## src/rpsq_defines.vh

```
`ifndef RPSQ_DEFINES_VH
`define RPSQ_DEFINES_VH

// Register offsets
`define RPSQ_OFF_RAIL_ENABLE 8'h16
`define RPSQ_OFF_LOCKOUT 8'h18
`define RPSQ_OFF_STROBE_A 8'h19
`define RPSQ_OFF_STROBE_B 8'h1a

// Reset values
`define RPSQ_RST_RAIL_ENABLE 7'h00
`define RPSQ_RST_LOCKOUT 2'h3
`define RPSQ_RST_STROBE_A 8'h55
`define RPSQ_RST_STROBE_B 8'h5f

// Rail enable bit positions
`define RPSQ_BIT_SWITCH_ONE 6
`define RPSQ_BIT_SWITCH_TWO 5
`define RPSQ_BIT_BUCK_ONE 4
`define RPSQ_BIT_BUCK_TWO 3
`define RPSQ_BIT_BUCK_THREE 2
`define RPSQ_BIT_REG_ONE 1
`define RPSQ_BIT_REG_TWO 0

// Strobe codes
`define RPSQ_CODE_NONE 4'h0
`define RPSQ_STROBE_FIRST 4'h1
`define RPSQ_STROBE_LAST_LOW 4'h7
`define RPSQ_STROBE_LATE 4'he
`define RPSQ_STROBE_SYS 4'hf

// Lockout thresholds in millivolts
`define RPSQ_LOCKOUT_MV_00 12'd2730
`define RPSQ_LOCKOUT_MV_01 12'd2890
`define RPSQ_LOCKOUT_MV_10 12'd3180
`define RPSQ_LOCKOUT_MV_11 12'd3300

// Sequencer timing
`define RPSQ_CLK_MHZ 25
`define RPSQ_GAP_NS 1000

// Sequencer states
`define RPSQ_ST_IDLE 1'b0
`define RPSQ_ST_RUN 1'b1

`endif

```

## src/rpsq_strobe_match.v

```verilog
`timescale 1ns/1ps
`default_nettype none
`include "rpsq_defines.vh"

module rpsq_strobe_match #(
   parameter CODE_W = 4
) (
   // Assignment
   input wire [CODE_W-1:0] code,
   // Sequencer
   input wire strobeFire,
   input wire [CODE_W-1:0] strobeNum,
   input wire systemSupply,
   // Result
   output wire hit
);
   // [RULE10] Zero code never matches
   wire assigned = (code != `RPSQ_CODE_NONE);
   // [RULE11] Match stepped strobe
   wire stepHit = strobeFire && assigned && (code == strobeNum);
   // [RULE15] Strobe fifteen follows supply
   wire sysHit = systemSupply && (code == `RPSQ_STROBE_SYS);
   assign hit = stepHit || sysHit;
endmodule

`default_nettype wire

```

## src/rpsq_rail_seq.v

```verilog
// What this block does
// [RULE1] Rail enable register at 0x16, reset zero, bit7 unused, seven rail bits.
// [RULE2] Switch one output only on while power-enable pin high.
// [RULE3] Switch two output only on while power-enable pin high.
// [RULE4] All three bucks only on while power-enable pin high.
// [RULE5] Buck enable bit zero disables, one enables.
// [RULE6] Switch two configuration bit: zero off, one on.
// [RULE7] Lockout register at 0x18, two-bit field resets to binary 11.
// [RULE8] Lockout codes select 2.73, 2.89, 3.18, 3.30 volts.
// [RULE9] Register 0x19 holds buck one and two strobes, top bits read-only.
// [RULE10] Strobe code zero leaves rail out of sequencing.
// [RULE11] Codes one to seven enable rail at that strobe.
// [RULE12] Register 0x1a holds buck three (top read-only) and regulator one.
// [RULE13] Regulator one codes eight and nine also exclude rail.
// [RULE14] Regulator one code 1110 enables at strobe fourteen.
// [RULE15] Regulator one code 1111 enables at strobe fifteen, with system supply.
// [RULE16] Strobes rise in order; matching rails enabled; spacing is parameter.
// [RULE17] Host unlocks password before writing protected registers.
`timescale 1ns/1ps
`default_nettype none
`include "rpsq_defines.vh"

module rpsq_rail_seq #(
   parameter STROBE_A_RESET = `RPSQ_RST_STROBE_A,
   parameter STROBE_B_RESET = `RPSQ_RST_STROBE_B,
   parameter GAP_CYCLES = (`RPSQ_GAP_NS * `RPSQ_CLK_MHZ + 999) / 1000
) (
   // Clock and reset
   input wire mclk,
   input wire arst_n,
   // Register port from the serial interface
   input wire [7:0] regAddr,
   input wire [7:0] regWrData,
   input wire regWrite,
   input wire regRead,
   input wire writeUnlocked,
   output reg [7:0] regRdData,
   output reg regRdValid,
   // Pins and supply status
   input wire power_enable_pin,
   input wire systemSupply,
   // Sequencer control
   input wire seqStart,
   input wire seqAbort,
   output reg seqBusy,
   output reg seqStrobe,
   output reg [3:0] seqStep,
   // Rail drives
   output reg switch_one,
   output reg switch_two,
   output reg buck_one,
   output reg buck_two,
   output reg buck_three,
   output reg regulator_one,
   output reg regulator_two,
   // Lockout
   output reg [1:0] lockout_level,
   output reg [11:0] lockoutMillivolts
);
   reg [6:0] railEnable;
   reg [2:0] buck_one_strobe_w;
   reg [2:0] buck_two_strobe_w;
   reg [2:0] buck_three_strobe_w;
   reg [3:0] regulator_one_strobe;
   reg state;
   reg [15:0] gapCount;
   reg [3:0] nextStrobe;
   reg [6:0] next_railEnable;
   reg [11:0] next_mv;

   wire [3:0] buck_one_strobe = {1'b0, buck_one_strobe_w};
   wire [3:0] buck_two_strobe = {1'b0, buck_two_strobe_w};
   wire [3:0] buck_three_strobe = {1'b0, buck_three_strobe_w};
   wire [7:0] strobeAssignA = {buck_one_strobe, buck_two_strobe};
   wire [7:0] strobeAssignB = {buck_three_strobe, regulator_one_strobe};

   // Protected writes only land once unlocked
   // [RULE17] Gate on unlock
   wire wrOk = regWrite && writeUnlocked;
   wire wrEnable = wrOk && (regAddr == `RPSQ_OFF_RAIL_ENABLE);
   wire wrLockout = wrOk && (regAddr == `RPSQ_OFF_LOCKOUT);
   wire wrStrobeA = wrOk && (regAddr == `RPSQ_OFF_STROBE_A);
   wire wrStrobeB = wrOk && (regAddr == `RPSQ_OFF_STROBE_B);

   wire hitBuckOne;
   wire hitBuckTwo;
   wire hitBuckThree;
   wire hitRegOne;

   rpsq_strobe_match #(.CODE_W(4)) uMatchBuckOne (
      .code(buck_one_strobe),
      .strobeFire(seqStrobe),
      .strobeNum(seqStep),
      .systemSupply(systemSupply),
      .hit(hitBuckOne)
   );
   rpsq_strobe_match #(.CODE_W(4)) uMatchBuckTwo (
      .code(buck_two_strobe),
      .strobeFire(seqStrobe),
      .strobeNum(seqStep),
      .systemSupply(systemSupply),
      .hit(hitBuckTwo)
   );
   rpsq_strobe_match #(.CODE_W(4)) uMatchBuckThree (
      .code(buck_three_strobe),
      .strobeFire(seqStrobe),
      .strobeNum(seqStep),
      .systemSupply(systemSupply),
      .hit(hitBuckThree)
   );
   // [RULE13] Codes eight, nine never stepped
   rpsq_strobe_match #(.CODE_W(4)) uMatchRegOne (
      .code(regulator_one_strobe),
      .strobeFire(seqStrobe),
      .strobeNum(seqStep),
      .systemSupply(systemSupply),
      .hit(hitRegOne)
   );

   // Strobe hits set enable bits; a set beats a same-cycle software clear
   always @* begin
      next_railEnable = railEnable;
      if (wrEnable) begin
         next_railEnable = regWrData[6:0];
      end
      // [RULE16] Enable matching rails
      if (hitBuckOne) begin
         next_railEnable[`RPSQ_BIT_BUCK_ONE] = 1'b1;
      end
      if (hitBuckTwo) begin
         next_railEnable[`RPSQ_BIT_BUCK_TWO] = 1'b1;
      end
      if (hitBuckThree) begin
         next_railEnable[`RPSQ_BIT_BUCK_THREE] = 1'b1;
      end
      if (hitRegOne) begin
         next_railEnable[`RPSQ_BIT_REG_ONE] = 1'b1;
      end
   end

   // [RULE1] Enable register, bit seven dropped
   always @(posedge mclk or negedge arst_n) begin
      if (!arst_n) begin
         railEnable <= `RPSQ_RST_RAIL_ENABLE;
      end else begin
         railEnable <= next_railEnable;
      end
   end

   // [RULE7] Lockout field store
   always @(posedge mclk or negedge arst_n) begin
      if (!arst_n) begin
         lockout_level <= `RPSQ_RST_LOCKOUT;
      end else if (wrLockout) begin
         lockout_level <= regWrData[1:0];
      end
   end

   // [RULE8] Threshold decode
   always @* begin
      case (lockout_level)
         2'h0: next_mv = `RPSQ_LOCKOUT_MV_00;
         2'h1: next_mv = `RPSQ_LOCKOUT_MV_01;
         2'h2: next_mv = `RPSQ_LOCKOUT_MV_10;
         default: next_mv = `RPSQ_LOCKOUT_MV_11;
      endcase
   end

   always @(posedge mclk or negedge arst_n) begin
      if (!arst_n) begin
         lockoutMillivolts <= `RPSQ_LOCKOUT_MV_11;
      end else begin
         lockoutMillivolts <= next_mv;
      end
   end

   // Read-only top bits are simply not stored, so they always read zero
   always @(posedge mclk or negedge arst_n) begin
      if (!arst_n) begin
         buck_one_strobe_w <= STROBE_A_RESET[6:4];
         buck_two_strobe_w <= STROBE_A_RESET[2:0];
         buck_three_strobe_w <= STROBE_B_RESET[6:4];
         regulator_one_strobe <= STROBE_B_RESET[3:0];
      end else begin
         // [RULE9] Writable low bits only
         if (wrStrobeA) begin
            buck_one_strobe_w <= regWrData[6:4];
            buck_two_strobe_w <= regWrData[2:0];
         end
         // [RULE12] Buck three masked, regulator full
         if (wrStrobeB) begin
            buck_three_strobe_w <= regWrData[6:4];
            regulator_one_strobe <= regWrData[3:0];
         end
      end
   end

   // Register read, unmapped offsets answer zero
   always @(posedge mclk or negedge arst_n) begin
      if (!arst_n) begin
         regRdData <= 8'h00;
         regRdValid <= 1'b0;
      end else begin
         regRdValid <= regRead;
         if (!regRead) begin
            regRdData <= regRdData;
         end else if (regAddr == `RPSQ_OFF_RAIL_ENABLE) begin
            regRdData <= {1'b0, railEnable};
         end else if (regAddr == `RPSQ_OFF_LOCKOUT) begin
            regRdData <= {6'h00, lockout_level};
         end else if (regAddr == `RPSQ_OFF_STROBE_A) begin
            regRdData <= strobeAssignA;
         end else if (regAddr == `RPSQ_OFF_STROBE_B) begin
            regRdData <= strobeAssignB;
         end else begin
            regRdData <= 8'h00;
         end
      end
   end

   // Sequencer: steps 1..7 then 14; 15 is tied to the supply level
   always @(posedge mclk or negedge arst_n) begin
      if (!arst_n) begin
         state <= `RPSQ_ST_IDLE;
         gapCount <= 16'h0000;
         nextStrobe <= `RPSQ_STROBE_FIRST;
         seqStrobe <= 1'b0;
         seqStep <= `RPSQ_CODE_NONE;
         seqBusy <= 1'b0;
      end else begin
         seqStrobe <= 1'b0;
         case (state)
            `RPSQ_ST_IDLE: begin
               seqBusy <= 1'b0;
               if (seqStart) begin
                  state <= `RPSQ_ST_RUN;
                  seqBusy <= 1'b1;
                  gapCount <= 16'h0000;
                  nextStrobe <= `RPSQ_STROBE_FIRST;
               end
            end
            default: begin
               if (seqAbort) begin
                  state <= `RPSQ_ST_IDLE;
                  seqBusy <= 1'b0;
               end else if (gapCount == GAP_CYCLES[15:0] - 16'h0001) begin
                  // [RULE16] Ascending strobe issue
                  gapCount <= 16'h0000;
                  seqStrobe <= 1'b1;
                  seqStep <= nextStrobe;
                  if (nextStrobe == `RPSQ_STROBE_LAST_LOW) begin
                     // [RULE14] Late strobe fourteen
                     nextStrobe <= `RPSQ_STROBE_LATE;
                  end else if (nextStrobe == `RPSQ_STROBE_LATE) begin
                     state <= `RPSQ_ST_IDLE;
                     seqBusy <= 1'b0;
                  end else begin
                     nextStrobe <= nextStrobe + 4'h1;
                  end
               end else begin
                  gapCount <= gapCount + 16'h0001;
               end
            end
         endcase
      end
   end

   // Rail drives, registered so outputs are glitch-free
   always @(posedge mclk or negedge arst_n) begin
      if (!arst_n) begin
         switch_one <= 1'b0;
         switch_two <= 1'b0;
         buck_one <= 1'b0;
         buck_two <= 1'b0;
         buck_three <= 1'b0;
         regulator_one <= 1'b0;
         regulator_two <= 1'b0;
      end else begin
         // [RULE2] Switch one needs pin
         switch_one <= railEnable[`RPSQ_BIT_SWITCH_ONE] && power_enable_pin;
         // [RULE3] Switch two needs pin
         // [RULE6] Config bit steers switch two
         switch_two <= railEnable[`RPSQ_BIT_SWITCH_TWO] && power_enable_pin;
         // [RULE4] Bucks need pin
         // [RULE5] Bit one enables buck
         buck_one <= railEnable[`RPSQ_BIT_BUCK_ONE] && power_enable_pin;
         buck_two <= railEnable[`RPSQ_BIT_BUCK_TWO] && power_enable_pin;
         buck_three <= railEnable[`RPSQ_BIT_BUCK_THREE] && power_enable_pin;
         regulator_one <= railEnable[`RPSQ_BIT_REG_ONE];
         regulator_two <= railEnable[`RPSQ_BIT_REG_TWO];
      end
   end

endmodule

`default_nettype wire

```

## config.mk

```make
export PLATFORM = sky130hd
export DESIGN_NAME = rpsq_rail_seq
export DESIGN_NICKNAME = d
export VERILOG_FILES = /design/src/rpsq_strobe_match.v /design/src/rpsq_rail_seq.v
export VERILOG_INCLUDE_DIRS = /design/src
export SDC_FILE = /design/constraint.sdc
export NUM_CORES = 1
export LEC_CHECK = 0
export BUFFER_PORTS_ARGS = -buffer_cell sky130_fd_sc_hd__buf_2
export CAP_MARGIN = 10
export CORE_UTILIZATION = 52
export CTS_BUF_LIST = sky130_fd_sc_hd__clkbuf_4 sky130_fd_sc_hd__clkbuf_8 sky130_fd_sc_hd__clkbuf_16
export DETAILED_ROUTE_END_ITERATION = 7
export GPL_TIMING_DRIVEN = 0
export PLACE_DENSITY_LB_ADDON = 0.1
export SYNTH_ARGS = -nofsm -noshare
export SYNTH_HDL_FRONTEND = slang
export SYNTH_SLANG_ARGS = --single-unit
export TNS_END_PERCENT = 50
```

## constraint.sdc

```tcl
create_clock -name mclk -period 2.5 [get_ports mclk]
set_clock_uncertainty 0.15 [all_clocks]
set_input_delay 0 -clock mclk [delete_from_list [all_inputs] [get_ports mclk]]
set_output_delay 0 -clock mclk [all_outputs]
set_load 0.1 [all_outputs]
```

Word level (Yosys, flattened, before mapping). Cells that the tools add are included.

Add/subtract/negate cells: 2. Equal/unequal tests: 20. Mux-type cells: 34. Bitwise gates (word level): 1. Reductions and logical operators: 34.

Operator list (number): 16-bit 2-to-1 mux (4); 11-bit one-hot mux with 3 select lines (1); 8-bit by 5-bit == test with 1-bit output, second input constant (4); 7-bit 2-to-1 mux (4); 4-bit 2-to-1 mux (6); 1-bit logical AND (19); 1-bit 2-to-1 mux (18); 16-bit by 1-bit adder with 16-bit output, second input constant (1); 16-bit by 5-bit == test with 1-bit output, second input constant (1); 4-bit nonzero test (4); 3-bit by 4-bit == test with 1-bit output (3); 2-bit nonzero test (5); 4-bit == test, second input constant (2); 3-bit by 2-bit != test with 1-bit output, second input constant (2); 3-bit != test, second input constant (2); 3-bit AND reduction (2); 5-bit 2-to-1 mux (1); 4-bit by 1-bit adder with 4-bit output, second input constant (1); 4-bit by 3-bit == test with 1-bit output, second input constant (1); 4-bit == test (1); 4-bit AND reduction (1); 2-bit by 1-bit == test with 1-bit output, second input constant (1); 2-bit == test, second input constant (1); 2-bit logical NOT (1); other kinds (5) (5).

Flip-flop bits (word level): 77. Bits of input ports: 25. Output and inout bits: 36. Word-level logic and storage cells: 117.

Longest topological paths before layout. Gate-level depths: netlist of the first run.

Depth after elaboration: 6. Gate-level depth with buffers: 7. Gate-level depth less buffers: 6.

Modules after synthesis. A second synthesis of the first run with hierarchy kept.

Cell total of the unflattened synthesis: 347. Area total of the unflattened synthesis: 3664.8 sq um.

Modules (own cells, without submodules): rpsq_rail_seq (instances 1, cells each 303, area an instance 3389.5 sq um, seq. area each 1798.0 sq um); rpsq_strobe_match (instances 4, cells each 11, area an instance 68.8 sq um, seq. area each 0.0 sq um).

Least setup slack after synthesis of the first run. Ideal clock, no wire load.

Kind: reg2reg. Start: reg gapCount[0]. End: reg seqStep[1]. Library setup time: 0.126 ns. Arrival time: 1.795 ns. Required time: 2.224 ns. Path slack: 0.429 ns. Cell stages (with the launch flop): 8. Buffers on the path: 1. Period minus slack after synthesis: 2.071 ns. Cells stage by stage: dfrtp_1 inv_1 ha_1 nor4b_1 nand4_1 clkbuf_1 nor2_2 mux2_2.

Cells in the longest elaborated chain, start to end: 2.

RTL lines: start, declared (RTL line rpsq_rail_seq.v:66) `reg [15:0] gapCount;`; start signal, assigned (RTL line rpsq_rail_seq.v:261) `gapCount <= gapCount + 16'h0001;`; 16-bit by 5-bit == test with 1-bit output (RTL line rpsq_rail_seq.v:246) `end else if (gapCount == GAP_CYCLES[15:0] - 16'h0001) begin`; 3-bit AND reduction (no line); end signal, assigned (RTL line rpsq_rail_seq.v:228) `` seqStep <= `RPSQ_CODE_NONE; ``; end signal, assigned (RTL line rpsq_rail_seq.v:250) `seqStep <= nextStrobe;`; end, declared (RTL line rpsq_rail_seq.v:47) `output reg [3:0] seqStep,`.

No other way between the ends. A chain may end at the register's enable or synchronous reset.

Worst setup path after layout of the first run.
Start: in regAddr[7]. End: reg regRdData[0].

Cells in the longest elaborated chain, start to end: 5. Elaborated cells on any way between the ends: 8. Classes of those cells: 4 x eq/ne; 4 x mux.

RTL lines: start, declared (RTL line rpsq_rail_seq.v:32) `input wire [7:0] regAddr,`; 8-bit by 5-bit == test with 1-bit output (no line); 7-bit 2-to-1 mux (RTL line rpsq_rail_seq.v:213) `` end else if (regAddr == `RPSQ_OFF_STROBE_B) begin ``; 7-bit 2-to-1 mux (RTL line rpsq_rail_seq.v:211) `` end else if (regAddr == `RPSQ_OFF_STROBE_A) begin ``; 7-bit 2-to-1 mux (RTL line rpsq_rail_seq.v:209) `` end else if (regAddr == `RPSQ_OFF_LOCKOUT) begin ``; 7-bit 2-to-1 mux (*) (RTL line rpsq_rail_seq.v:207) `` end else if (regAddr == `RPSQ_OFF_RAIL_ENABLE) begin ``; end signal, assigned (RTL line rpsq_rail_seq.v:208) `regRdData <= {1'b0, railEnable};`; end signal, assigned (RTL line rpsq_rail_seq.v:210) `regRdData <= {6'h00, lockout_level};`; end signal, assigned (RTL line rpsq_rail_seq.v:212) `regRdData <= strobeAssignA;`; end, declared (RTL line rpsq_rail_seq.v:37) `output reg [7:0] regRdData,`.

Mark *: on every way between the ends. The rest lies on a longest branch, timed or not.

==> results.toml, run 1 <==
[run_status]
outcome = "complete, no violations"

[yosys]
synth-compound-area-share_pct = 13.75
ys_ff_latch = 71
synth-simple-area-share_pct = 16.25
synthAdderAreaFrac_pct = 3.481
async_flop_share_pct = 100.0
synth_cells = 334
netlist_area_um2 = 3595
synth_edf_count = 0
ys_warn_count = 0
syn_avg_cell_area_um2 = 10.76
synth_flop_cell = "dfrtp_1"
synth_cell_type_count = 60
synthXorXnorAreaFrac_pct = 3.411
seq_area_frac_synth_pct = 50.02
synth_top_family_by_area = "simple AND/OR/NAND/NOR gates"
synth_mux_area_share_pct = 8.249

[worst_setup_path]
start_kind = "input pin"
path_delay_family = "buffers and inverters"
cp_num_buf_inv = 4
path_class = "in -> reg"
cp_slowest_cell = "dlygate4sd3_1"
cpPeakStageDelay_ps = 600
cp.arrival_ps = 2440
crit_chain = "buf_2 > dlygate4sd3_1 > nor4b_2 > dlygate4sd3_1 > nand2_1 > o32ai_1 > dlygate4sd3_1"
path_max_fanout = 3
cp-end-kind = "register"
crit_top_cell = "dlygate4sd3_1"
critical_path_required_ps = 2640

[pwr]
ir_drop_uv = 284.4
p_comb_share_pct = 15.8
power.leakage_nw = 1.920
swShare_pct = 29.86
power_frac_seq_pct = 46.3
intPower_mw = 1.877
powerDensity_nw_per_um2 = 605.3
p_switching_uw = 799.2
clock_power_share_pct = 37.9

[grt]
overflow = 0
grt_pass1_vias = 2745
gr-usage-all-layers_pct = 23.09
antenna_found_initial = 0
grt_max_degree = 72
grt_pass1_wl_um = 12970

[timing]
final-setup-viol-count = 0
setup_tns_ps = 0
fmax_mhz = 433.1
rsz0062_at_grt = "false"
hold_viol_final = 0
slew-limit-headroom_pct = 43.10
worst_pin_slew_ps = 853.5
slew_violations = 0
fin_crit_sh_pct = 92.35
finalWorstPathRequiredPeriod_ps = 2309

[layout]
n_antenna_cell = 0
final_common_cell = "dfrtp_1"
drive_gt1_share_pct = 30.44
final_util_pct = 68.08
instances_no_fill = 504
fillers = 506
multi_input_area_um2 = 1655
nets = 457
area_growth_pct = 23.01
final_cell_mix = "dfrtp_1 (54), buf_2 (53), mux2_2 (21), dlygate4sd3_1 (21), a21oi_1 (20)"
design_area_um2 = 4422
seq_area_um2 = 1798

[floorplan]
start_util_pct = 55.35
die-area_um2 = 7250
rows = 29
core-area_um2 = 6495
die_h_um = 85.15
pin_count = 61
die_x_um = 85.15

[cts]
htree_levels = 3
clockRootBuffer = "clkbuf_8"
clock_latency_ps = 350
cts.sinks = 71
cts_tree = "yes"
cts.clk_slew.worst_paths_ps = 80
cts_buffers = 9
clk_path_buf_depth = 2
cts_setup_buffers = 0

[routing]
routed_wl_um = 7592
drt_iter0_drc = 116
wl_per_cell_um = 15.06
via_per_inst = 5.546
drcViolationCount = 0
antenna_left = 0
drt-pass1-iter-count = 4
via_count = 2795

[place]
place.gp.congestion = 0.8469
hpwl_um = 5171
dp.cells = 467
dpl-instance-area_um2 = 3971
numPortBuffers = 54

[run]
cap_violations = 0

[min_path]
hp-class = "in -> reg"
==> synth_stat cells (7+ instances only) <==
cell / instances / area, µm²
dfrtp_1: 54 / 1351
mux2_2: 21 / 236.5
a21oi_1: 20 / 100.1
inv_1: 19 / 71.32
nor2_1: 19 / 71.32
dfstp_2: 17 / 446.7
nand2_1: 12 / 45.04
nand3_1: 11 / 55.05
o21ai_0: 11 / 55.05
clkbuf_1: 10 / 37.54
ha_1: 10 / 125.1
xnor2_1: 9 / 78.83
buf_4: 7 / 52.55
nand4_1: 7 / 43.79
o31ai_1: 7 / 52.55
==> logic make-up (layout without fill, tap and decap cells) <==
kind of cell,count (synthesis),after routing
mux,27,27
other cells,2,4
fa+ha+maj,10,10
xor+xnor,14,14
flops,71,71
simple gates,100,100
compound gates,73,73
buf+inv,37,128
==> state kept, by name, summed over array words and instances (netlist names), 2 cells and up <==
name	flops
railEnable	7
gapCount	16
seqStep	4
regRdData	7
nextStrobe	4
buck_one_strobe_w	3
regulator_one_strobe	4
buck_two_strobe_w	3
lockoutMillivolts	7
lockout_level	2
buck_three_strobe_w	3
==> per-layer routing <==
metal | share of wire (%) | vias up | wire [µm] | global-route usage (%)
li1 | - | 1379 | - | -
met1 | 45 | 1340 | 3386 | 28.81
met2 | 50 | 62 | 3763 | 39.22
met3 | 3.6 | 14 | 270 | 4.086
met4 | 2.3 | 0 | 172 | 10.63
met5 | 0 | - | 0 | 0
==> path summary, 6_finish.rpt <==
| check | from | to | slack (ps) | cells past startpoint |
|---|---|---|---|---|
| worst max-delay path | regAddr[7] | regRdData[0] | 190 | 7 |
| worst min-delay path | regAddr[6] | railEnable[4] | 20 | 5 |
| worst max register to register | gapCount[5] | seqStep[0] | 270 | 5 |
| worst min register to register | railEnable[0] | regulator_two | 270 | 0 |
| max in group asynchronous | arst_n | buck_three_strobe_w[1] | 1500 | 2 |
| min in group asynchronous | arst_n | lockoutMillivolts[8] | 160 | 2 |
==> timing repair <==
item,in CTS,in global routing
endpoints found under the hold margin,89,0
hold buffers,21,0
gates resized for setup,0,7
setup endpoints to repair,0,15
==> worst register-to-register path, stage by stage (launching register included) <==
cell      delay [ps]
dfrtp_1          440
nor4_1           420
nand4_1          220
clkbuf_1         290
nor2_4           240
mux2_2           360
==> area by class of cell <==
| class | count | share of cell area [%] |
|---|---|---|
| Multi-Input combinational cell | 228 | 37.44 |
| Sequential cell | 71 | 40.66 |
| Clock buffer | 9 | 2.801 |
| Timing Repair Buffer | 75 | 10.92 |
| Tap cell | 77 | 2.179 |
| Buffer | 18 | 2.179 |
| Inverter | 19 | 1.613 |
| Clock inverter | 7 | 2.207 |
==> through the flow <==
stage / worst slack [ps] / hold WS, ps / power, mW
2_1_floorplan: 428.6 / -445.6 / 1.550
3_3_place_gp: 126.5 / 41.07 / 1.650
3_5_place_dp: 74.77 / 21.02 / 1.656
4_1_cts: 58.76 / 12.52 / 2.688
5_1_grt: 92.46 / 45.67 / 2.781
6_report: 191.2 / 19.62 / 2.676
==> power groups by stage <==
stage	combinational, mW	clock, mW	sequential (mW)
CTS	0.419	1.03	1.24
finish	0.422	1.01	1.24
global route	0.455	1.08	1.25
floorplan	0.156	0	1.39
global placement	0.390	0	1.26
detailed placement	0.396	0	1.26
Note: power is estimated with default switching activity, not from simulation.
==> inputs of run 2 (changes only) <==
Settings changed: CORE_UTILIZATION 52 to 55.
==> results.toml, run 2 (synthesized netlist as in run 1, its figures left out) <==
[routing]
routed_wl_um = 7891
antenna_left = 0
drt-pass1-iter-count = 4
drt-met1-wl_um = 3419
wl_met2_um = 4056
dr_wl_met3_um = 282
routed.top_layer = "met4"
drt_iter0_drc = 137
via_count = 2830
drcViolationCount = 0
via_per_inst = 5.615
wl_per_cell_um = 15.66

[layout]
n_antenna_cell = 0
largest_reg_flops = 16
drive_gt1_share_pct = 30.21
final_cell_mix = "dfrtp_1 (54), buf_2 (53), mux2_2 (21), dlygate4sd3_1 (21), a21oi_1 (20)"
fillers = 473
nets = 457
area_growth_pct = 24.16
final_common_cell = "dfrtp_1"
top_register = "gapCount"
final_util_pct = 70.69

[cts]
cts_buffers = 9
htree_levels = 3
cts.clk_slew.worst_paths_ps = 80
clockRootBuffer = "clkbuf_8"
cts.sinks = 71
clk_path_buf_depth = 2
clock_latency_ps = 350
cts_setup_buffers = 0
cts_tree = "yes"

[timing]
rsz0062_at_grt = "false"
worst_pin_slew_ps = 873.0
setup_slack_ps = 92.96
finalWorstPathRequiredPeriod_ps = 2407
slew_violations = 0
setup_tns_ps = 0
hold_viol_final = 0
final-setup-viol-count = 0
slew-limit-headroom_pct = 41.80
fmax_mhz = 415.4
fin_crit_sh_pct = 96.28

[pwr]
ir_drop_uv = 454.1
power.leakage_nw = 1.942
powerDensity_nw_per_um2 = 646.4

[floorplan]
die_h_um = 82.85
core-area_um2 = 6314
pin_count = 61
start_util_pct = 56.94
die-area_um2 = 6863
rows = 29
die_x_um = 82.85

[grt]
grt_pass1_wl_um = 13340
grt_max_degree = 72
overflow = 0
antenna_found_initial = 0
gr-usage-all-layers_pct = 24.58
grt_pass1_vias = 2799

[worst_setup_path]
cp.arrival_ps = 2540
path_max_fanout = 3
start_kind = "input pin"
cp-end-kind = "register"
path_class = "in -> reg"
critical_path_required_ps = 2640
rrSetupSlack_ps = 200

[place]
place.gp.congestion = 0.8365
hpwl_um = 5170
place_ws_ps = 95.51
numPortBuffers = 54

[min_path]
hp-class = "in -> reg"

[run]
cap_violations = 0

[run_status]
outcome = "complete, no violations"
-- run 2: per-layer routing --
layer / vias to the layer above / GRT usage [%]
met1: 1371 / 30.38
met2: 65 / 41.88
met4: 0 / 12.70
met3: 12 / 3.678
li1: 1382 / -
met5: - / 0
-- run 2: worst paths after layout --
kind / from / to / cells past startpoint
worst max register to register: gapCount[0] / gapCount[6] / 7
worst min-delay path: regAddr[7] / railEnable[2] / 5
max in group asynchronous: arst_n / gapCount[14] / 2
worst max-delay path: regAddr[7] / regRdData[0] / 7
worst min register to register: railEnable[0] / regulator_two / 0
min in group asynchronous: arst_n / lockoutMillivolts[8] / 2
-- run 2: power breakdown --
| part | internal [mW] | switching, mW |
|---|---|---|
| logic | 0.114 | 0.310 |
| clock network | 0.767 | 0.455 |
| registers | 1.20 | 0.0419 |
| total | 2.08 | 0.807 |
-- run 2: cell type report --
cell class | instances | area, µm² | share of cell area (%)
flip-flops and latches | 71 | 1798 | 40.29
well taps | 77 | 96.34 | 2.159
clock inverters | 7 | 145.1 | 3.252
repair buffers | 75 | 483.0 | 10.82
plain buffers | 18 | 96.34 | 2.159
clock buffers | 9 | 123.9 | 2.775
inverters | 19 | 71.32 | 1.598
multi-input cells | 228 | 1649 | 36.95
-- run 2: timing repair --
item | in CTS | in global routing
hold endpoints to repair | 88 | 0
resized for setup | 0 | 4
endpoints found under the setup margin | 0 | 14
hold buffers | 21 | 0
-- run 2: through the flow --
stage                     instances  hold slack [ps]  power (mW)  area (µm²)
after global routing            504            42.92       2.988        4463
after floorplan                 336           -445.6       1.550        3602
after global placement          467            33.66       1.650        3969
after detailed placement        467            25.35       1.657        3971
final                           504            24.13       2.885        4463
after CTS                       504            14.30       2.896        4451
-- run 2: critical path, cell delays in order --
cell           delay, ps
buf_2                110
dlygate4sd3_1        580
nor4b_2              380
dlygate4sd3_1        600
nand2_1               60
o32ai_1              230
dlygate4sd3_1        590
